### config.mk
export PLATFORM = sky130hd
export DESIGN_NAME = ipd_top
export DESIGN_NICKNAME = d
export VERILOG_FILES = /design/src/hdl/ipd_pkg.sv /design/src/hdl/ipd_doze_gate.sv /design/src/hdl/ipd_top.sv
export VERILOG_INCLUDE_DIRS = /design/src /design/src/hdl
export SDC_FILE = /design/constraint.sdc
export NUM_CORES = 1
export LEC_CHECK = 0
export ABC_AREA = 0
export BUFFER_PORTS_ARGS = -buffer_cell sky130_fd_sc_hd__buf_2
export CAP_MARGIN = 20
export CORE_AREA = 2 2 58 60
export DETAILED_ROUTE_END_ITERATION = 8
export DIE_AREA = 0 0 60 62
export PLACE_DENSITY = 0.85
export SLEW_MARGIN = 20
export SYNTH_ARGS = -nofsm -noshare
export SYNTH_HDL_FRONTEND = slang
export SYNTH_SLANG_ARGS = --single-unit
### constraint.sdc
create_clock -name CLK -period 3.4 [get_ports CLK]
set_input_delay 0.51 -clock CLK [delete_from_list [all_inputs] [get_ports CLK]]
set_output_delay 0.51 -clock CLK [all_outputs]
set_load 0.02 [all_outputs]
### src/hdl/ipd_consts.svh
`ifndef IPD_CONSTS_SVH
`define IPD_CONSTS_SVH

// ----------------------------------------------------------------
// Register addresses on the plain register port
// ----------------------------------------------------------------
`define IPD_ADDR_W 4
`define IPD_ADDR_VREG 4'h0
`define IPD_ADDR_DOZE 4'h1

// ----------------------------------------------------------------
// Reset values and implemented-bit masks
// ----------------------------------------------------------------
`define IPD_VREG_RST 2'h1
`define IPD_VREG_MASK 8'h03
`define IPD_DOZE_MASK 8'hF7
`define IPD_RDATA_ZERO 8'h00

// ----------------------------------------------------------------
// Field positions
// ----------------------------------------------------------------
`define IPD_BIT_IDLE 7
`define IPD_BIT_DOZE_ACTIVE 6
`define IPD_BIT_ROI 5
`define IPD_BIT_DOE 4
`define IPD_RATIO_HI 2
`define IPD_RATIO_LO 0
`define IPD_PM_HI 1
`define IPD_PM_LO 0

// ----------------------------------------------------------------
// Doze rate counter
// ----------------------------------------------------------------
`define IPD_CNT_W 8
`define IPD_CNT_ZERO 8'h00
`define IPD_CNT_ONE 8'h01
`define IPD_CNT_ALL 8'hFF
`define IPD_RATIO_MAX 3'h7

`endif

### src/hdl/ipd_pkg.sv
package ipd_pkg;

  // ----------------------------------------------------------------
  // Power state of the core
  // ----------------------------------------------------------------
  typedef enum logic [1:0] {
    IPD_RUN = 2'b00,
    IPD_IDLE = 2'b01,
    IPD_SLEEP = 2'b10
  } ipd_state_e;

  // CPU sequencing events, all one-cycle pulses from the core
  typedef struct packed {
    logic sleep_instr;
    logic isr_entry;
    logic return_from_irq_instr;
  } ipd_cpu_evt_s;

  // Clock gate enables toward the clock tree
  typedef struct packed {
    logic cpu;
    logic prog_mem;
    logic sysosc_periph;
    logic intosc_periph;
    logic clock_output_function;
  } ipd_clk_en_s;

endpackage : ipd_pkg

### src/hdl/ipd_doze_gate.sv
`timescale 1ns/1ps
`include "ipd_consts.svh"

module ipd_doze_gate (
  // Clock and reset
  input wire logic clk,
  input wire logic arst_n,
  // Ratio select and pass strobe
  input wire logic [2:0] ratio,
  output logic pass
);
  import ipd_pkg::*;

  logic [`IPD_CNT_W-1:0] cnt_ff;
  logic [`IPD_CNT_W-1:0] mask;

  // Free-running so a ratio change never waits for a reload
  always_ff @(posedge clk or negedge arst_n) begin
    if (!arst_n) begin
      cnt_ff <= `IPD_CNT_ZERO;
    end else begin
      cnt_ff <= cnt_ff + `IPD_CNT_ONE;
    end
  end

  // Mask of 2^(ratio+1)-1 gives one pass per 2..256 cycles
  assign mask = `IPD_CNT_ALL >> (`IPD_RATIO_MAX - ratio);
  assign pass = ((cnt_ff & mask) == `IPD_CNT_ZERO);

endmodule : ipd_doze_gate

### src/hdl/ipd_top.sv
// Summary of operation
// - Sleep instruction picks Sleep or Idle
// - Idle stops CPU and program memory
// - System peripherals stop only in Sleep
// - Clock output keeps toggling during Idle
// - Any enabled interrupt ends Idle, select kept
// - Idle-ending interrupt with recover restores speed
// - Watchdog wakes Idle, no reset, doze kept
// - Two-bit field picks Sleep regulator state
// - Doze active gates CPU to ratio
// - Recover clears doze on service entry
// - Doze-on-return sets doze on return
// - Ratio field gives 1:2 up to 1:256
// - Debugger forces full speed, bit kept
// - Unimplemented bits read as zero
// - Idle select survives non-power resets only
// - Without recover, service runs at doze rate
// - Wake needs source enable, not global
`timescale 1ns/1ps
`include "ipd_consts.svh"

module ipd_top (
  // Clock and resets
  input wire logic CLK,
  input wire logic ARST_N,
  input wire logic POR_BOR_N,
  // Register port
  input wire logic [`IPD_ADDR_W-1:0] REG_ADDR,
  input wire logic [7:0] REG_WDATA,
  input wire logic REG_WR,
  input wire logic REG_RD,
  output logic [7:0] REG_RDATA,
  // Core events and interrupt sources
  input wire ipd_pkg::ipd_cpu_evt_s CPU_EVT,
  input wire logic [7:0] IRQ_FLAGS,
  input wire logic [7:0] IRQ_ENABLES,
  input wire logic ICD_ACTIVE,
  input wire logic CLOCK_OUTPUT_FUNCTION_CFG_N,
  // Watchdog time-out from the slow oscillator domain
  input wire logic WDT_TIMEOUT,
  // Clock gating and power outputs
  output ipd_pkg::ipd_clk_en_s CLK_EN,
  output logic [1:0] REGULATOR_POWER_MODE,
  output logic IN_IDLE,
  output logic IN_SLEEP,
  output logic WDT_RST_REQ
);
  import ipd_pkg::*;

  // ----------------------------------------------------------------
  // Declarations
  // ----------------------------------------------------------------
  ipd_state_e state_ff;
  ipd_state_e nxt_state;
  logic [1:0] regulator_power_mode_ff;
  logic idle_select_ff;
  logic doze_active_ff;
  logic recover_on_irq_ff;
  logic doze_on_return_ff;
  logic [2:0] ratio_ff;
  logic wdt_meta_ff;
  logic wdt_sync_ff;
  logic wdt_prev_ff;
  logic [7:0] rdata_ff;
  ipd_clk_en_s clk_en_ff;
  ipd_clk_en_s nxt_clk_en;
  logic in_idle_ff;
  logic in_sleep_ff;
  logic wdt_rst_req_ff;
  logic irq_wake;
  logic wdt_evt;
  logic wr_vreg;
  logic wr_doze;
  logic doze_hw_clr;
  logic doze_hw_set;
  logic doze_pass;
  logic [7:0] rd_mux;

  // ----------------------------------------------------------------
  // Event decode
  // ----------------------------------------------------------------
  // Wake needs a flag with its own enable; global enable is not looked at
  assign irq_wake = |(IRQ_FLAGS & IRQ_ENABLES);
  assign wdt_evt = wdt_sync_ff & ~wdt_prev_ff;
  assign wr_vreg = REG_WR && (REG_ADDR == `IPD_ADDR_VREG);
  assign wr_doze = REG_WR && (REG_ADDR == `IPD_ADDR_DOZE);

  // Watchdog level crosses from its own oscillator in two flops
  always_ff @(posedge CLK or negedge ARST_N) begin
    if (!ARST_N) begin
      wdt_meta_ff <= 1'b0;
      wdt_sync_ff <= 1'b0;
      wdt_prev_ff <= 1'b0;
    end else begin
      wdt_meta_ff <= WDT_TIMEOUT;
      wdt_sync_ff <= wdt_meta_ff;
      wdt_prev_ff <= wdt_sync_ff;
    end
  end

  // ----------------------------------------------------------------
  // Power state machine
  // ----------------------------------------------------------------
  // A pending enabled interrupt turns the sleep instruction into a no-op
  always_comb begin
    nxt_state = state_ff;
    case (state_ff)
      IPD_RUN: begin
        if (CPU_EVT.sleep_instr && !irq_wake) begin
          nxt_state = idle_select_ff ? IPD_IDLE : IPD_SLEEP;
        end
      end
      IPD_IDLE: begin
        if (irq_wake || wdt_evt) begin
          nxt_state = IPD_RUN;
        end
      end
      IPD_SLEEP: begin
        if (irq_wake || wdt_evt) begin
          nxt_state = IPD_RUN;
        end
      end
      default: begin
        nxt_state = IPD_RUN;
      end
    endcase
  end

  // State register
  always_ff @(posedge CLK or negedge ARST_N) begin
    if (!ARST_N) begin
      state_ff <= IPD_RUN;
    end else begin
      state_ff <= nxt_state;
    end
  end

  // ----------------------------------------------------------------
  // Control registers
  // ----------------------------------------------------------------
  // Idle select sits on the power-on reset only, so it outlives others
  always_ff @(posedge CLK or negedge POR_BOR_N) begin
    if (!POR_BOR_N) begin
      idle_select_ff <= 1'b0;
    end else if (wr_doze) begin
      idle_select_ff <= REG_WDATA[`IPD_BIT_IDLE];
    end
  end

  // Remaining doze fields clear on every reset
  always_ff @(posedge CLK or negedge ARST_N) begin
    if (!ARST_N) begin
      recover_on_irq_ff <= 1'b0;
      doze_on_return_ff <= 1'b0;
      ratio_ff <= 3'h0;
    end else if (wr_doze) begin
      recover_on_irq_ff <= REG_WDATA[`IPD_BIT_ROI];
      doze_on_return_ff <= REG_WDATA[`IPD_BIT_DOE];
      ratio_ff <= REG_WDATA[`IPD_RATIO_HI:`IPD_RATIO_LO];
    end
  end

  // Regulator mode for Sleep, normal power after reset
  always_ff @(posedge CLK or negedge ARST_N) begin
    if (!ARST_N) begin
      regulator_power_mode_ff <= `IPD_VREG_RST;
    end else if (wr_vreg) begin
      regulator_power_mode_ff <= REG_WDATA[`IPD_PM_HI:`IPD_PM_LO];
    end
  end

  // Hardware doze changes; a watchdog wake never touches the bit
  assign doze_hw_clr = recover_on_irq_ff &&
                       (CPU_EVT.isr_entry ||
                        (state_ff == IPD_IDLE && irq_wake));
  assign doze_hw_set = doze_on_return_ff && CPU_EVT.return_from_irq_instr;

  // Hardware wins over a software write in the same cycle, set over clear
  always_ff @(posedge CLK or negedge ARST_N) begin
    if (!ARST_N) begin
      doze_active_ff <= 1'b0;
    end else if (doze_hw_set) begin
      doze_active_ff <= 1'b1;
    end else if (doze_hw_clr) begin
      doze_active_ff <= 1'b0;
    end else if (wr_doze) begin
      doze_active_ff <= REG_WDATA[`IPD_BIT_DOZE_ACTIVE];
    end
  end

  // ----------------------------------------------------------------
  // Read port
  // ----------------------------------------------------------------
  // Unused bits are tied low; unmapped addresses read zero
  always_comb begin
    rd_mux = `IPD_RDATA_ZERO;
    case (REG_ADDR)
      `IPD_ADDR_VREG: begin
        rd_mux[`IPD_PM_HI:`IPD_PM_LO] = regulator_power_mode_ff;
      end
      `IPD_ADDR_DOZE: begin
        rd_mux[`IPD_BIT_IDLE] = idle_select_ff;
        rd_mux[`IPD_BIT_DOZE_ACTIVE] = doze_active_ff;
        rd_mux[`IPD_BIT_ROI] = recover_on_irq_ff;
        rd_mux[`IPD_BIT_DOE] = doze_on_return_ff;
        rd_mux[`IPD_RATIO_HI:`IPD_RATIO_LO] = ratio_ff;
      end
      default: begin
        rd_mux = `IPD_RDATA_ZERO;
      end
    endcase
  end

  // Data stands only in the cycle after the strobe
  always_ff @(posedge CLK or negedge ARST_N) begin
    if (!ARST_N) begin
      rdata_ff <= `IPD_RDATA_ZERO;
    end else if (REG_RD) begin
      rdata_ff <= rd_mux;
    end else begin
      rdata_ff <= `IPD_RDATA_ZERO;
    end
  end

  // ----------------------------------------------------------------
  // Doze rate gate
  // ----------------------------------------------------------------
  ipd_doze_gate ipd_doze_gate_i (
    .clk(CLK),
    .arst_n(ARST_N),
    .ratio(ratio_ff),
    .pass(doze_pass)
  );

  // Clock enables; debug overrides doze without touching the stored bit
  always_comb begin
    nxt_clk_en.cpu = (state_ff == IPD_RUN) &&
                     (ICD_ACTIVE || !doze_active_ff || doze_pass);
    nxt_clk_en.prog_mem = (state_ff == IPD_RUN);
    nxt_clk_en.sysosc_periph = (state_ff != IPD_SLEEP);
    nxt_clk_en.intosc_periph = 1'b1;
    nxt_clk_en.clock_output_function = !CLOCK_OUTPUT_FUNCTION_CFG_N && (state_ff != IPD_SLEEP);
  end

  // Service routines without recover simply inherit the doze gating
  always_ff @(posedge CLK or negedge ARST_N) begin
    if (!ARST_N) begin
      clk_en_ff <= '0;
    end else begin
      clk_en_ff <= nxt_clk_en;
    end
  end

  // Status outputs; watchdog reset is blocked while powered down
  always_ff @(posedge CLK or negedge ARST_N) begin
    if (!ARST_N) begin
      in_idle_ff <= 1'b0;
      in_sleep_ff <= 1'b0;
      wdt_rst_req_ff <= 1'b0;
    end else begin
      in_idle_ff <= (state_ff == IPD_IDLE);
      in_sleep_ff <= (state_ff == IPD_SLEEP);
      wdt_rst_req_ff <= wdt_evt && (state_ff == IPD_RUN);
    end
  end

  assign REG_RDATA = rdata_ff;
  assign CLK_EN = clk_en_ff;
  assign REGULATOR_POWER_MODE = regulator_power_mode_ff;
  assign IN_IDLE = in_idle_ff;
  assign IN_SLEEP = in_sleep_ff;
  assign WDT_RST_REQ = wdt_rst_req_ff;
endmodule : ipd_top

==> results_dict.tcl, run 1 <==
set metrics [dict create \
    syn_inst 120 \
    cts_setup_buffers 0 \
    crit_type "reg -> out" \
    core_sq_mm 0.00318 \
    antennaDiodeCount 0 \
    start_kind "register" \
    yosys_warnings 0 \
    fp.dieH_um 62 \
    finalNetCount 223 \
    numCtsBuffers 5 \
    start_util_pct 47.8 \
    place_inst 218 \
    cts_tree "built" \
    wl_per_cell_um 14.2 \
    drv_slew 0 \
    routed_wl_um 3220 \
    layout_commonest_cell "buf_2" \
    cts.sinks 37 \
    rsz0062_at_grt "false" \
    die_area_sq_mm 0.00372 \
    switching_share_pct 31.3 \
    first_global_vias 1216 \
    rows 21 \
    relSlewSlack_pct 49.5 \
    final_hold_viol_count 0 \
    crit_path_top_delay_cell "dfstp_2" \
    track_usage_pct 20.9 \
    p_comb_share_pct 25.4 \
    first_pass_iters 5 \
    whs_ns 0.220 \
    p_per_area_mw_per_mm2 554 \
    internal_power_uw 724 \
    grt_pass1_wl_um 5550 \
    grt_overflow 0 \
    final_area_sq_mm 0.00190 \
    layout_common_cells "54 x buf_2, 36 x dfrtp_1, 11 x inv_1" \
    synth_fp_nets 163 \
    area_delta_synth_final_pct 25.3 \
    clock.fmax_mhz 641 \
    clock_latency_ns 0.34 \
    fin_skew_ns 0.0111 \
    yosysSeqAreaShare_pct 61.0 \
    arrival_ns 1.05 \
    p_sw_uw 331 \
    leakagePower_uw 0.00100 \
    cp_slowest_stage_delay_ns 0.55 \
    grt_max_degree 37 \
    outcome "finished, final reports clean" \
    drt_iter0_drc 34 \
    critPathRequiredTime_ns 2.89 \
    fin_crit_ns 1.56 \
    max_cap_violations 0 \
    routed-via-count 1160 \
    drc 0 \
    cts_root_buffer "clkbuf_4" \
    synth.distinct_cells 35 \
    yosys_register_bits 37 \
    tightestPinTransition_ns 0.758 \
    ios 57 \
    antenna_found_initial 0 \
    drive_gt1_share_pct 40.3 \
    clock_path_buffers 2 \
    seqPwrFrac_pct 52.2 \
    ir_drop_v 0.000388 \
    hp-class "in -> async" \
    period_share_pct 45.9 \
    stdcell_count 227 \
    clk_pin_slew_worst_paths_ns 0.11 \
    crit_family "flip-flops" \
    syn-cell-area_sq_mm 0.00152 \
    critPathCaptureType "primary output" \
    power.total_uw 1050 \
    hpwl_um 2510 \
    syn_area_per_cell_sq_um 12.7 \
    final_antenna_net_count 0 \
    fin_setup_tns_ns 0 \
    crit_path_max_fanout 3 \
    crit_buf_inv 1 \
    place_area_sq_mm 0.00183 \
    portBuffers 54 \
    gp_congestion 0.876 \
    viasPerCell 5.11 \
    die_w_um 60 \
    htreeDepth 2 \
    path_cells "buf_2" \
    clockPowerShare_pct 22.4 \
    setup_viol 0 \
]
final cells by class:
cell class,count,area [sq um]
Fill cell,271,1280
Clock buffer,8,58.8
Tap cell,46,57.6
Multi-Input combinational cell,70,538
Timing Repair Buffer,55,280
Sequential cell,37,927
Inverter,11,41.3
state kept, by name (all words and copies together) (netlist names), 2 cells and up:
signal                  cells
ipd_doze_gate_i.cnt_ff      8
REG_RDATA                   7
CLK_EN                      5
ratio_ff                    3
REGULATOR_POWER_MODE        2
state_ff                    2
timing repair:
item	4_1_cts	5_1_grt
endpoints found under the setup margin	0	0
gates resized for setup	0	0
hold buffers	1	0
endpoints found under the hold margin	1	0
cell usage after synthesis:
| master | instances | share of area [%] |
|---|---|---|
| nor3_2 | 1 | 0.66 |
| o21ai_0 | 2 | 0.66 |
| o22ai_1 | 2 | 0.82 |
| nand3_2 | 1 | 0.66 |
| dfstp_2 | 1 | 1.7 |
| nand3_1 | 2 | 0.66 |
| nand2_1 | 4 | 0.99 |
| nand4_1 | 1 | 0.41 |
| and2_1 | 3 | 1.2 |
| o221ai_1 | 1 | 0.58 |
| inv_1 | 11 | 2.7 |
| a221oi_1 | 2 | 1.2 |
| ha_1 | 4 | 3.3 |
| buf_4 | 1 | 0.49 |
| nor3_1 | 2 | 0.66 |
| o31a_1 | 1 | 0.58 |
| mux2i_1 | 3 | 2.0 |
| dfrtp_1 | 36 | 59 |
| nor4_1 | 1 | 0.41 |
| nor2_1 | 6 | 1.5 |
| nor2_2 | 1 | 0.41 |
| mux2_2 | 8 | 5.9 |
| a32oi_1 | 2 | 1.2 |
| conb_1 | 2 | 0.49 |
| a211oi_1 | 2 | 0.99 |
| buf_2 | 1 | 0.33 |
| xor2_1 | 2 | 1.2 |
| nand2b_1 | 1 | 0.41 |
| or2_1 | 1 | 0.41 |
| a21oi_1 | 2 | 0.66 |
| nand3b_1 | 1 | 0.49 |
| nand4b_4 | 1 | 1.6 |
| xnor2_1 | 4 | 2.3 |
| and3_1 | 3 | 1.2 |
| a22oi_1 | 4 | 2.0 |
power by group through the flow:
stage / sequential [uW] / clock [uW] / combinational [uW]
2_1_floorplan: 593 / 0 / 129
3_3_place_gp: 551 / 0 / 252
3_5_place_dp: 558 / 0 / 268
4_1_cts: 549 / 241 / 270
6_report: 551 / 236 / 268
5_1_grt: 559 / 263 / 298
final timing paths:
kind                                                      from                                   to  slack [ns]  cells past startpoint
setup / recovery           REGULATOR_POWER_MODE[0]$_DFFE_PN1P_              REGULATOR_POWER_MODE[0]        1.84                      1
hold / removal                                          ARST_N  ipd_doze_gate_i.cnt_ff[4]$_DFF_PN0_        0.22                      1
setup reg to reg                       state_ff[0]$_DFFE_PN0P_              state_ff[0]$_DFFE_PN0P_        1.88                      5
hold reg to reg                          wdt_meta_ff$_DFF_PN0_                wdt_sync_ff$_DFF_PN0_        0.37                      0
max in group asynchronous                               ARST_N        recover_on_irq_ff$_DFFE_PN0P_        2.69                      1
min in group CLK                                   WDT_TIMEOUT                wdt_meta_ff$_DFF_PN0_        0.28                      1
metrics by stage:
stage	worst slack, ns	util [%]
2_1_floorplan	2.04	-
3_3_place_gp	1.85	57.7
3_5_place_dp	1.81	57.7
4_1_cts	1.83	59.9
5_1_grt	1.73	59.9
6_report	1.84	59.9
per-layer routing:
layer  part of all wire, %  routed length [um]  vias to the layer above  GRT usage [%]
li1                      -                   -                      535              -
met1                    38                1240                      556           24.3
met2                    51                1650                       50           34.5
met3                   6.6                 213                       19           6.63
met4                   3.8                 122                        0           11.4
met5                     0                   0                        -              0
logic make-up after synthesis:
| group | share of synthesized area [%] |
|---|---|
| XOR/XNOR | 3.46 |
| other | 0.494 |
| AO/OA/AOI/OAI | 8.57 |
| flip-flops | 61.0 |
| multiplexers | 7.91 |
| buffers and inverters | 3.54 |
| AND/OR/NAND/NOR | 11.7 |
| adder cells (fa/ha/maj) | 3.30 |
Power figures use the tool's default switching activity.
==> inputs of run 2 (changes only) <==
--- a/config.mk
+++ b/config.mk
@@ -9,10 +9,10 @@
 export ABC_AREA = 0
 export BUFFER_PORTS_ARGS = -buffer_cell sky130_fd_sc_hd__buf_2
 export CAP_MARGIN = 20
-export CORE_AREA = 2 2 58 60
+export CORE_AREA = 2 2 63 65
 export DETAILED_ROUTE_END_ITERATION = 8
-export DIE_AREA = 0 0 60 62
-export PLACE_DENSITY = 0.85
+export DIE_AREA = 0 0 65 67
+export PLACE_DENSITY = 0.77
 export SLEW_MARGIN = 20
 export SYNTH_ARGS = -nofsm -noshare
 export SYNTH_HDL_FRONTEND = slang
==> constraint.sdc (replaced) <==
create_clock -name CLK -period 1.25 [get_ports CLK]
set_input_delay 0.1875 -clock CLK [delete_from_list [all_inputs] [get_ports CLK]]
set_output_delay 0.1875 -clock CLK [all_outputs]
set_load 0.02 [all_outputs]
==> run 2 against run 1 <==
Utilization shrank 1.4 points. Cell count grew 7.0%. First-iteration DRC count grew 56%. Critical endpoint is now state_ff[0]$_DFFE_PN0P_.
==> results_dict.tcl, run 2 (synthesis gave the netlist of run 1 again) <==
set metrics [dict create \
    stdcell_count 243 \
    worst_slack_ns 0.0358 \
    grt_max_degree 37 \
    antennaDiodeCount 0 \
    internal_power_uw 2270 \
    start_util_pct 42.1 \
    critPathCaptureType "register" \
    start_kind "register" \
    clock.fmax_mhz 824 \
    rows 22 \
    place_area_sq_mm 0.00192 \
    cts.sinks 37 \
    fp.dieH_um 67 \
    setup_viol 0 \
    seqPwrFrac_pct 45.1 \
    max_cap_violations 0 \
    hp-class "in -> reg" \
    finalNetCount 237 \
    leakagePower_uw 0.00108 \
    regMostFlops "ipd_doze_gate_i.cnt_ff" \
    ir_drop_v 0.000920 \
    crit_type "reg -> reg" \
    period_share_pct 97.1 \
    fillCellCount 327 \
    clk_pin_slew_worst_paths_ns 0.08 \
    antenna_found_initial 0 \
    p_sw_uw 1030 \
    final_util_pct 58.5 \
    layout_commonest_cell "buf_2" \
    cts_root_buffer "clkbuf_8" \
    first_pass_iters 4 \
    numCtsBuffers 5 \
    ios 57 \
    clock_path_buffers 2 \
    area_delta_synth_final_pct 38.9 \
    rsz0062_at_grt "true" \
    arrival_ns 1.42 \
    layout_common_cells "54 x buf_2, 34 x dfrtp_1, 11 x buf_4" \
    pre_cts_slack_ns -0.0545 \
    die_area_sq_mm 0.00436 \
    routed_wl_um 3120 \
    critPathRequiredTime_ns 1.46 \
    fin_crit_ns 1.21 \
    drt_iter0_drc 53 \
    rrSetupSlack_ns 0.04 \
    outcome "finished, final reports clean" \
    drive_gt1_share_pct 50.8 \
    grt_overflow 0 \
    clock_latency_ns 0.29 \
    cts_tree "built" \
    p_per_area_mw_per_mm2 1570 \
    drc 0 \
    viasPerCell 4.72 \
    place_inst 229 \
    wl_per_cell_um 12.8 \
    core_sq_mm 0.00361 \
    track_usage_pct 16.9 \
    first_global_vias 1181 \
    switching_share_pct 31.3 \
    fin_skew_ns 0.00297 \
    portBuffers 54 \
    final_hold_viol_count 0 \
    routed-via-count 1146 \
    startpoint "state_ff[1]$_DFFE_PN0P_" \
    htreeDepth 2 \
    gp_congestion 0.812 \
    final_area_sq_mm 0.00211 \
    rr_startpoint "state_ff[1]$_DFFE_PN0P_" \
    final_antenna_net_count 0 \
    hpwl_um 2300 \
    crit_path_max_fanout 3 \
    die_w_um 65 \
    p_comb_share_pct 29.7 \
    largest_reg_flops 8 \
    grt_pass1_wl_um 5420 \
    drv_slew 0 \
    power.total_uw 3310 \
    clockPowerShare_pct 25.2 \
    min-delay-start "CLOCK_OUTPUT_FUNCTION_CFG_N" \
]
[run 2: metal layers]
layer | share of wire [%] | vias to the layer above | global-route usage, %
met5 | 0 | - | 0
met4 | 1.9 | 0 | 8.78
met3 | 4.5 | 4 | 4.22
met2 | 50 | 32 | 28.1
li1 | - | 564 | -
met1 | 44 | 546 | 20.2
[run 2: metrics by stage]
| step | setup TNS, ns | hold slack (ns) |
|---|---|---|
| after global routing | -0.0950 | 0.0309 |
| final | 0 | 0.0431 |
| after detailed placement | -0.0946 | -0.0364 |
| after CTS | -0.00191 | 0.00163 |
| after floorplan | 0 | -0.108 |
| after global placement | -0.00360 | -0.0363 |
[run 2: worst paths after layout]
path / endpoint / cells past startpoint
worst max-delay path: state_ff[0]$_DFFE_PN0P_ / 5
worst min-delay path: CLK_EN[0]$_DFF_PN0_ / 2
worst max register to register: state_ff[0]$_DFFE_PN0P_ / 5
worst min register to register: wdt_sync_ff$_DFF_PN0_ / 0
max in group asynchronous: REGULATOR_POWER_MODE[0]$_DFFE_PN1P_ / 3
min in group asynchronous: idle_select_ff$_DFFE_PN0P_ / 2
[run 2: cell type report]
class / count / area [sq um] / share of cell area [%]
Clock buffer: 5 / 68.8 / 3.26
Inverter: 11 / 41.3 / 1.96
Sequential cell: 37 / 930 / 44.1
Tap cell: 48 / 60.1 / 2.85
Timing Repair Buffer: 69 / 403 / 19.1
Clock inverter: 3 / 21.3 / 1.01
Multi-Input combinational cell: 70 / 586 / 27.8
[run 2: worst max-delay path, stage by stage, from the launching register on]
cell and delay, ns:
dfrtp_1 0.39, inv_2 0.09, ha_4 0.20, a211oi_2 0.21, a32oi_1 0.08, o22ai_1 0.16
[run 2: power by group through the flow]
stage,Combinational [uW],Sequential [uW],Clock [uW]
CTS,931,1490,862
floorplan,370,1610,0
global placement,810,1500,0
detailed placement,827,1510,0
finish,984,1490,832
global route,1080,1510,937
[run 2: what timing repair did]
item                       4_1_cts  5_1_grt
hold buffers                     2        1
setup endpoints to repair        2        6
resized for setup                4        7
setup buffers                    2        1
pin swaps                        1        8
hold endpoints to repair        36        1
